### src/rtl/gpio_bank_cfg.svh
// offsets, field positions, reset values and counts of the port data bank
`ifndef GPIO_BANK_CFG_SVH
`define GPIO_BANK_CFG_SVH

// number of port slots, six banks of eight bit positions
`define GPIO_PORT_COUNT     48
// ports that exist; bank one sits in the low byte
`define GPIO_PORT_MASK      48'h03FF_0FFF_F7FF
// bus byte address width and data width
`define GPIO_ADDR_W         9
`define GPIO_DATA_W         32

// data register indices, relative to the wake event block base
`define GPIO_DATA_BANK_ONE   7'h4B
`define GPIO_DATA_BANK_TWO   7'h4C
`define GPIO_DATA_BANK_THREE 7'h4D
`define GPIO_DATA_BANK_FOUR  7'h4E
`define GPIO_DATA_BANK_FIVE  7'h4F
`define GPIO_DATA_BANK_SIX   7'h50

// first configuration register index of each bank
`define GPIO_CFG_BANK_ONE    7'h23
`define GPIO_CFG_BANK_TWO    7'h2B
`define GPIO_CFG_BANK_THREE  7'h33
`define GPIO_CFG_BANK_FOUR   7'h3B
`define GPIO_CFG_BANK_FIVE   7'h3F
`define GPIO_CFG_BANK_SIX    7'h47

// configuration field positions
`define GPIO_CFG_DIR_BIT     0
`define GPIO_CFG_POL_BIT     1
`define GPIO_CFG_ODRAIN_BIT  7

// reset values
`define GPIO_CFG_RESET       8'h01
`define GPIO_DATA_RESET      1'b0

`endif

### src/rtl/gpio_bank_pkg.sv
// types shared by the port data bank
package gpio_bank_pkg;

  // bus access sequencer states
  typedef enum logic [0:0]
  {
    ACC_IDLE,
    ACC_DONE
  } acc_state_t;

  // pin direction as held in configuration bit 0
  typedef enum logic
  {
    DIR_OUTPUT,
    DIR_INPUT
  } port_dir_t;

endpackage

### src/rtl/gpio_data_register_bank.sv
// general purpose port data and configuration registers behind an avalon slave
//
// The Avalon-MM slave port was chosen for this implementation.
`timescale 1ns/100ps
`include "gpio_bank_cfg.svh"

module gpio_data_register_bank
  import gpio_bank_pkg::*;
#(
  parameter int         PORTS     = `GPIO_PORT_COUNT,
  parameter logic [7:0] CFG_RESET = `GPIO_CFG_RESET
)
(
  input  wire logic                     core_clk_i,
  input  wire logic                     rst_n_i,
  input  wire logic [`GPIO_ADDR_W-1:0]  avs_address_i,
  input  wire logic                     avs_read_i,
  input  wire logic                     avs_write_i,
  input  wire logic [`GPIO_DATA_W-1:0]  avs_writedata_i,
  input  wire logic [3:0]               avs_byteenable_i,
  output logic      [`GPIO_DATA_W-1:0]  avs_readdata_o,
  output logic                          avs_waitrequest_o,
  input  wire logic [PORTS-1:0]         pin_i,
  output logic      [PORTS-1:0]         pin_o,
  output logic      [PORTS-1:0]         pin_oe_n_o
);

  // existing ports; absent slots are reserved positions
  localparam logic [`GPIO_PORT_COUNT-1:0] PORT_MASK = `GPIO_PORT_MASK;

  // refuse a port count the fixed map cannot serve
  generate
    if (PORTS != `GPIO_PORT_COUNT)
    begin : g_bad_ports
      $error("PORTS must equal the fixed port map size");
    end
  endgenerate

  // reset synchroniser stages
  logic                     rst_meta_reg;    // first stage, read only by second
  logic                     rst_sync_reg;    // released reset used by the design
  logic                     rst_n;           // internal active low reset

  // register state
  logic [PORTS-1:0][7:0]    cfg_reg;         // per-port configuration byte
  logic [PORTS-1:0]         data_reg;        // per-port written data bit
  logic [PORTS-1:0]         pin_out_reg;     // registered pin value
  logic [PORTS-1:0]         pin_oe_n_reg;    // registered pin enable, low drives

  // bus sequencer
  acc_state_t               acc_state_reg;   // idle or answering
  logic [`GPIO_DATA_W-1:0]  rdata_reg;       // latched read answer
  logic                     wait_reg;        // waitrequest flop

  // decode results
  logic [6:0]               acc_index;       // register index of this access
  logic                     hit_data;        // a data bank is addressed
  logic                     hit_cfg;         // a configuration byte is addressed
  logic [2:0]               hit_bank;        // addressed data bank
  logic [5:0]               hit_port;        // addressed configuration port
  logic                     wr_commit;       // write completes this edge
  logic                     rd_accept;       // read is latched this edge

  // per-port views
  logic [PORTS-1:0]         rd_view;         // value software sees per port
  logic [PORTS-1:0]         is_input;        // port configured as input
  logic [PORTS-1:0]         is_inverted;     // port polarity inverted
  logic [7:0]               rd_byte;         // byte answered for this access

  // first configuration index of a bank
  function automatic logic [6:0] cfg_bank_base(input logic [2:0] bank);
    logic [6:0] base;
    base = `GPIO_CFG_BANK_ONE;
    unique case (bank)
      3'h0:    base = `GPIO_CFG_BANK_ONE;
      3'h1:    base = `GPIO_CFG_BANK_TWO;
      3'h2:    base = `GPIO_CFG_BANK_THREE;
      3'h3:    base = `GPIO_CFG_BANK_FOUR;
      3'h4:    base = `GPIO_CFG_BANK_FIVE;
      3'h5:    base = `GPIO_CFG_BANK_SIX;
      default: base = `GPIO_CFG_BANK_ONE;
    endcase
    return base;
  endfunction

  // configuration index of a port slot
  function automatic logic [6:0] cfg_index(input int port);
    logic [6:0] idx;
    idx = 7'(cfg_bank_base(3'(port / 8)) + 7'(port % 8));
    return idx;
  endfunction

  // reset release through two flops
  always_ff @(posedge core_clk_i or negedge rst_n_i)
  begin
    if (!rst_n_i)
    begin
      rst_meta_reg <= 1'b0;
      rst_sync_reg <= 1'b0;
    end
    else
    begin
      rst_meta_reg <= 1'b1;
      rst_sync_reg <= rst_meta_reg;
    end
  end

  assign rst_n = rst_sync_reg;

  // word index; byte lanes below the word are ignored
  assign acc_index = avs_address_i[`GPIO_ADDR_W-1:2];

  // address decode for data banks and configuration bytes
  always_comb
  begin
    hit_data = 1'b0;
    hit_cfg  = 1'b0;
    hit_bank = 3'h0;
    hit_port = 6'h00;
    if (acc_index >= `GPIO_DATA_BANK_ONE && acc_index <= `GPIO_DATA_BANK_SIX)
    begin
      hit_data = 1'b1;
      hit_bank = 3'(acc_index - `GPIO_DATA_BANK_ONE);
    end
    // one configuration byte per existing port
    for (int p = 0; p < PORTS; p++)
    begin
      if (PORT_MASK[p] && acc_index == cfg_index(p))
      begin
        hit_cfg  = 1'b1;
        hit_port = 6'(p);
      end
    end
  end

  // reads latch on entry, writes land on the waitrequest-low edge
  assign rd_accept = (acc_state_reg == ACC_IDLE) && avs_read_i;
  assign wr_commit = (acc_state_reg == ACC_DONE) && avs_write_i;

  // per-port view, polarity and direction
  generate
    for (genvar p = 0; p < PORTS; p++)
    begin : g_view
      // bit 0 direction, bit 1 polarity
      assign is_input[p]    = cfg_reg[p][`GPIO_CFG_DIR_BIT] == DIR_INPUT;
      assign is_inverted[p] = cfg_reg[p][`GPIO_CFG_POL_BIT];
      if (PORT_MASK[p])
      begin : g_live
        assign rd_view[p] = is_input[p] ? (pin_i[p] ^ is_inverted[p]) : data_reg[p];
      end
      else
      begin : g_hole
        assign rd_view[p] = 1'b0;
      end
    end
  endgenerate

  // byte view of the addressed bank
  // fourth bank upper nibble is reserved
  // fifth bank carries all eight bits
  assign rd_byte = hit_data ? rd_view[{hit_bank, 3'h0} +: 8]
                 : hit_cfg  ? cfg_reg[hit_port]
                 : 8'h00;

  // bus timing seen from the master:
  // - a request is taken at the first edge that finds it
  //   raised while the sequencer is idle
  // - waitrequest then goes low for exactly one cycle
  // - the master completes at the next edge and must have
  //   held address, direction and write data unchanged
  //   until then
  // - reads are latched when the request is taken, so the
  //   answer reflects the pin level at acceptance, not at
  //   completion; this keeps the answer stable for the
  //   whole low cycle of waitrequest
  // - writes land only at the completion edge, so a write
  //   that a master abandons early never changes state
  // - the sequencer always returns to idle after the low
  //   cycle, which gives at least one high cycle of
  //   waitrequest between two accesses
  // - unmapped indices answer with the same timing and
  //   read zero, so software never stalls on a hole
  //
  // hazards a user must know:
  // - there is no error response; a stray write to a
  //   hole is silently dropped
  // - only byte lane zero carries data; upper lanes of
  //   write data are ignored and read back as zero
  // - a write with byte enable zero clear changes
  //   nothing but still completes normally
  // - address bits 1:0 are ignored, so any byte address
  //   inside a word reaches the same register
  //
  // pin side:
  // - pin drive and pin enable follow one edge after the
  //   write that changes them, since both are registered
  // - a port switched from input to output drives the
  //   data bit it held before; software that cares writes
  //   the data bit first is not possible, because writes
  //   to an input port are ignored, so it must accept the
  //   stored value or set polarity to suit
  // - open drain only ever pulls low; a high level then
  //   comes from the board
  //
  // trade-offs:
  // - one fixed wait cycle per access costs bandwidth but
  //   keeps read data registered straight from a flop
  // - the full configuration byte is stored even though
  //   only three bits act, so software reads back what it
  //   wrote

  // access sequencer, one wait cycle per access
  always_ff @(posedge core_clk_i or negedge rst_n)
  begin
    if (!rst_n)
    begin
      acc_state_reg <= ACC_IDLE;
      wait_reg      <= 1'b1;
    end
    else
    begin
      unique case (acc_state_reg)
        // request seen: release waitrequest next cycle
        ACC_IDLE:
        begin
          if (avs_read_i || avs_write_i)
          begin
            acc_state_reg <= ACC_DONE;
            wait_reg      <= 1'b0;
          end
        end
        // master completes here; raise waitrequest again
        ACC_DONE:
        begin
          acc_state_reg <= ACC_IDLE;
          wait_reg      <= 1'b1;
        end
      endcase
    end
  end

  // read answer latched when the read is taken
  always_ff @(posedge core_clk_i or negedge rst_n)
  begin
    if (!rst_n)
    begin
      rdata_reg <= '0;
    end
    else if (rd_accept)
    begin
      // addressed data or configuration byte latched at the read
      rdata_reg <= {24'h000000, rd_byte};
    end
  end

  // per-port configuration and data storage
  generate
    for (genvar p = 0; p < PORTS; p++)
    begin : g_port
      if (PORT_MASK[p])
      begin : g_live
        // configuration byte, written whole
        always_ff @(posedge core_clk_i or negedge rst_n)
        begin
          if (!rst_n)
          begin
            cfg_reg[p] <= CFG_RESET;
          end
          else if (wr_commit && hit_cfg && avs_byteenable_i[0] && hit_port == 6'(p))
          begin
            cfg_reg[p] <= avs_writedata_i[7:0];
          end
        end

        // data bit, only taken while the port drives
        always_ff @(posedge core_clk_i or negedge rst_n)
        begin
          if (!rst_n)
          begin
            data_reg[p] <= `GPIO_DATA_RESET;
          end
          else if (wr_commit && hit_data && avs_byteenable_i[0] && hit_bank == 3'(p / 8)
                   && !is_input[p])
          begin
            data_reg[p] <= avs_writedata_i[p % 8];
          end
        end

        // pin drive, registered so outputs come from flops
        always_ff @(posedge core_clk_i or negedge rst_n)
        begin
          if (!rst_n)
          begin
            pin_out_reg[p]  <= 1'b0;
            pin_oe_n_reg[p] <= 1'b1;
          end
          else if (is_input[p])
          begin
            // input: release the pin
            pin_out_reg[p]  <= 1'b0;
            pin_oe_n_reg[p] <= 1'b1;
          end
          else
          begin
            pin_out_reg[p]  <= data_reg[p] ^ is_inverted[p];
            // open drain only pulls low, push-pull always drives
            pin_oe_n_reg[p] <= cfg_reg[p][`GPIO_CFG_ODRAIN_BIT] && (data_reg[p] ^ is_inverted[p]);
          end
        end
      end
      else
      begin : g_hole
        // reserved slot holds nothing and never drives
        assign cfg_reg[p]      = 8'h00;
        assign data_reg[p]     = 1'b0;
        assign pin_out_reg[p]  = 1'b0;
        assign pin_oe_n_reg[p] = 1'b1;
      end
    end
  endgenerate

  // outputs straight from flops
  assign avs_readdata_o    = rdata_reg;
  assign avs_waitrequest_o = wait_reg;
  assign pin_o             = pin_out_reg;
  assign pin_oe_n_o        = pin_oe_n_reg;

endmodule

### config.mk
export PLATFORM = sky130hd
export DESIGN_NAME = gpio_data_register_bank
export DESIGN_NICKNAME = d
export VERILOG_FILES = /design/src/rtl/gpio_bank_pkg.sv /design/src/rtl/gpio_data_register_bank.sv
export VERILOG_INCLUDE_DIRS = /design/src /design/src/rtl
export SDC_FILE = /design/constraint.sdc
export NUM_CORES = 1
export LEC_CHECK = 0
export BUFFER_PORTS_ARGS = -buffer_cell sky130_fd_sc_hd__buf_2
export CORE_MARGIN = 1
export CORE_UTILIZATION = 41
export CTS_BUF_LIST = sky130_fd_sc_hd__clkbuf_16
export DETAILED_ROUTE_END_ITERATION = 10
export GPL_TIMING_DRIVEN = 0
export PLACE_DENSITY_LB_ADDON = 0.05
export SLEW_MARGIN = 10
export SYNTH_ARGS = -nofsm -noshare
export SYNTH_HDL_FRONTEND = slang
export SYNTH_SLANG_ARGS = --single-unit
export TNS_END_PERCENT = 100
### constraint.sdc
create_clock -name core_clk_i -period 25.3 [get_ports core_clk_i]
set_clock_uncertainty 0.1 [all_clocks]
set_input_delay 2.53 -clock core_clk_i [delete_from_list [all_inputs] [get_ports core_clk_i]]
set_output_delay 2.53 -clock core_clk_i [all_outputs]
set_load 0.05 [all_outputs]
==> qor.txt <==
Status -> finished clean
Root Buffer -> clkbuf_16
Max Cap Viol -> 0
Detailed Route WL -> 88,700 um
# clock sinks -> 419
Rows -> 83
Worst EP arrival -> 8790 ps
Max-slew headroom -> 4.51%
Slowest Stage Delay on Critical Path -> 1130 ps
Core Box Area -> 0.0513 mm2
DR vias/cell -> 5.94
Commonest non-fill, non-tap cell in the layout -> dfrtp_1
Post-CTS setup buffer count -> 0
Clk buf depth -> 3
Unrepaired setup endpoints after global routing -> no
Switching share of power -> 28.9%
Pleak -> 12.4 nW
Skew-Pair Late Insertion Delay -> 610 ps
Setup WS post-layout -> 16,930 ps
DRC errors left -> 0
DRT antenna net count -> 0
Crit-path leading delay family -> compound AO/OA/AOI/OAI gates
Die W -> 230 um
Max IR drop VDD -> 0.0580 mV
Sw power -> 0.469 mW
Critical Path RT -> 25,710 ps
Min-Delay Path Class -> reg2async
Async set or reset register ratio after synthesis -> 100%
Final TNS setup -> 0 ps
Setup violators final -> 0
CP Max Fanout -> 10
Layout cells sized above 1 -> 36.7%
Critical path's slowest cell -> a21oi_1
Port bufs -> 138
CP endpoint kind -> flip-flop
Area grow syn2layout -> 16.4%
Commonest non-fill, non-tap cells in the layout -> dfrtp_1, mux2_2, buf_2
Cell area after synthesis -> 0.0213 mm2
Yosys warning total -> 0
Sequential share of the synthesized area -> 49.7%
WL per Instance -> 31.6 um
Clock share of power -> 43.2%
Final hold vios -> 0
Gpl congestion -> 0.990
Internal Power -> 1.15 mW
Startpoint types -> input pin
Slew Limit Fails -> 0
Most used DFF post-synth -> dfrtp_1
Tot GR Track Use -> 33.4%
Fin nets -> 2,186
Hold buffers post-CTS -> 0
Starting Density -> 41.5%
FF+latch count, synth -> 419
Post-CTS sizing -> 0
Initial antenna violation count -> 6
Fin crit share -> 33.1%
FILL cells -> 4,819
Clock-pin slew on the worst setup and hold paths -> 60 ps
Chip height -> 230 um
H-tree depth -> 2
Total grt overflow -> 0
Setup Crit Path Kind -> in2reg
Die area -> 0.0529 mm2
DRT Pass-1 Iters -> 5
Final Critical Period -> 8370 ps
Crit-path cells -> buf_2 -> clkbuf_1 -> inv_1 -> ha_1 -> buf_2 -> nor2_1 -> nor3_2 -> a21oi_1 -> clkbuf_1 -> o311ai_0 -> a31o_2 -> a2111oi_0 -> a311oi_1 -> o21ai_1
Gate Count Post-Synth -> 1,843
Ports -> 226
1st-iter DRT viols -> 1,695
Worst-Margin Slew -> 1430 ps
CTS buffer count -> 49
Buf+Inv Stages, Crit Path -> 5
Vias in the first global route -> 16,006
Sequential Power Share -> 43.5%
Routed via count -> 16,671
Unique masters post-synth -> 103
DP HPWL -> 64,700 um
CTS tree -> built
Syn_area_per_cell -> 11.6 um2
Max Fclk -> 0.119 GHz
Max reg flops -> 296
Post-synth EDFFs -> 0
Pwr dens -> 65.4 mW/mm2
Largest net degree at the start of global routing -> 62
Logic pwr share -> 13.3%
First-pass GRT wire length -> 124,000 um
Post-place setup slack -> 16,830 ps
-- worst register-to-register path, stage by stage, from the launching register on --
cell	delay (ps)
dfrtp_1	390
nand3_1	260
a21oi_1	810
nand2_1	240
nor2_2	570
mux2_2	420
-- final timing paths --
kind	startpoint	end	slack (ps)	depth (start not counted)
worst max-delay path	avs_address_i[2]	avs_readdata_o[4]	16930	14
worst min-delay path	rst_n	cfg_reg[305]	90	0
worst max register to register	acc_state_reg	cfg_reg[268]	22410	5
worst min register to register	rst_n	cfg_reg[305]	90	0
max in group asynchronous	rst_n	pin_oe_n_o[10]	23320	4
min in group core_clk_i	rst_meta_reg	rst_n	260	0
-- area by class of cell --
| class | instances | area, um2 | share of cell area, % |
|---|---|---|---|
| multi-input combinational | 1314 | 10000 | 40.5 |
| inverter | 6 | 22.5 | 0.0908 |
| buffer | 149 | 838 | 3.38 |
| antenna | 1 | 2.50 | 0.0101 |
| sequential | 419 | 10600 | 42.7 |
| clock inverter | 40 | 287 | 1.16 |
| clock buffer | 51 | 1280 | 5.15 |
| timing repair buffer | 146 | 896 | 3.61 |
| tap | 680 | 851 | 3.43 |
-- Yosys cell counts (10+ instances only) --
cell type / n / share of area, %
mux2_2: 334 / 18
o21ai_0: 53 / 1.2
buf_2: 36 / 0.85
dfstp_2: 75 / 9.3
nor2_1: 86 / 1.5
nor2b_1: 41 / 1.2
buf_4: 53 / 1.9
clkbuf_1: 45 / 0.79
nand2_1: 158 / 2.8
a2111oi_0: 10 / 0.41
a211oi_1: 21 / 0.74
a21oi_1: 49 / 1.2
a21o_1: 41 / 1.4
a31oi_1: 17 / 0.50
a221oi_1: 13 / 0.53
xor2_1: 38 / 1.6
and3_1: 38 / 1.1
xnor2_1: 38 / 1.6
nand3_1: 47 / 1.1
nor2_2: 10 / 0.29
mux2i_1: 43 / 2.0
a311oi_1: 10 / 0.41
buf_1: 11 / 0.19
o211ai_1: 15 / 0.53
dfrtp_1: 344 / 40
-- cells by family (layout without fill, tap and decap cells) --
kind of cell / after synthesis / in the layout / synth area share, %
buf+inv: 155 / 392 / 4.04
other cells: 2 / 48 / 0.0353
fa+ha+maj: 4 / 4 / 0.235
compound gates: 327 / 327 / 11.1
flops: 419 / 419 / 49.7
mux: 384 / 384 / 20.2
simple gates: 476 / 476 / 11.7
xor+xnor: 76 / 76 / 3.13
-- through the flow --
| step | total power [mW] | hold WS (ps) | area (um2) | utilization [%] | instances |
|---|---|---|---|---|---|
| after floorplan | 0.839 | 231 | 21500 | - | 1888 |
| after global placement | 0.922 | 236 | 23000 | 44.9 | 2706 |
| after detailed placement | 0.927 | 99.4 | 23200 | 45.3 | 2714 |
| after CTS | 1.63 | 101 | 24800 | 48.3 | 2805 |
| after global routing | 1.66 | 118 | 24800 | 48.3 | 2805 |
| final | 1.62 | 90.2 | 24800 | 48.3 | 2806 |
-- power by group through the flow --
stage,sequential [mW],combinational [mW],clock (mW)
6_report,0.705,0.215,0.700
4_1_cts,0.705,0.210,0.710
5_1_grt,0.707,0.222,0.735
3_3_place_gp,0.730,0.193,0
2_1_floorplan,0.740,0.0990,0
3_5_place_dp,0.717,0.210,0
-- metal layers --
metal	up-vias	track usage (%)	routed length [um]	share of wire, %
met5	-	0	0	0
met4	0	16.1	4820	5.4
met3	193	5.96	6450	7.3
met2	759	50.7	39400	44
met1	8652	46.3	38000	43
li1	7067	-	-	-
(Power assumes the default switching activity.)
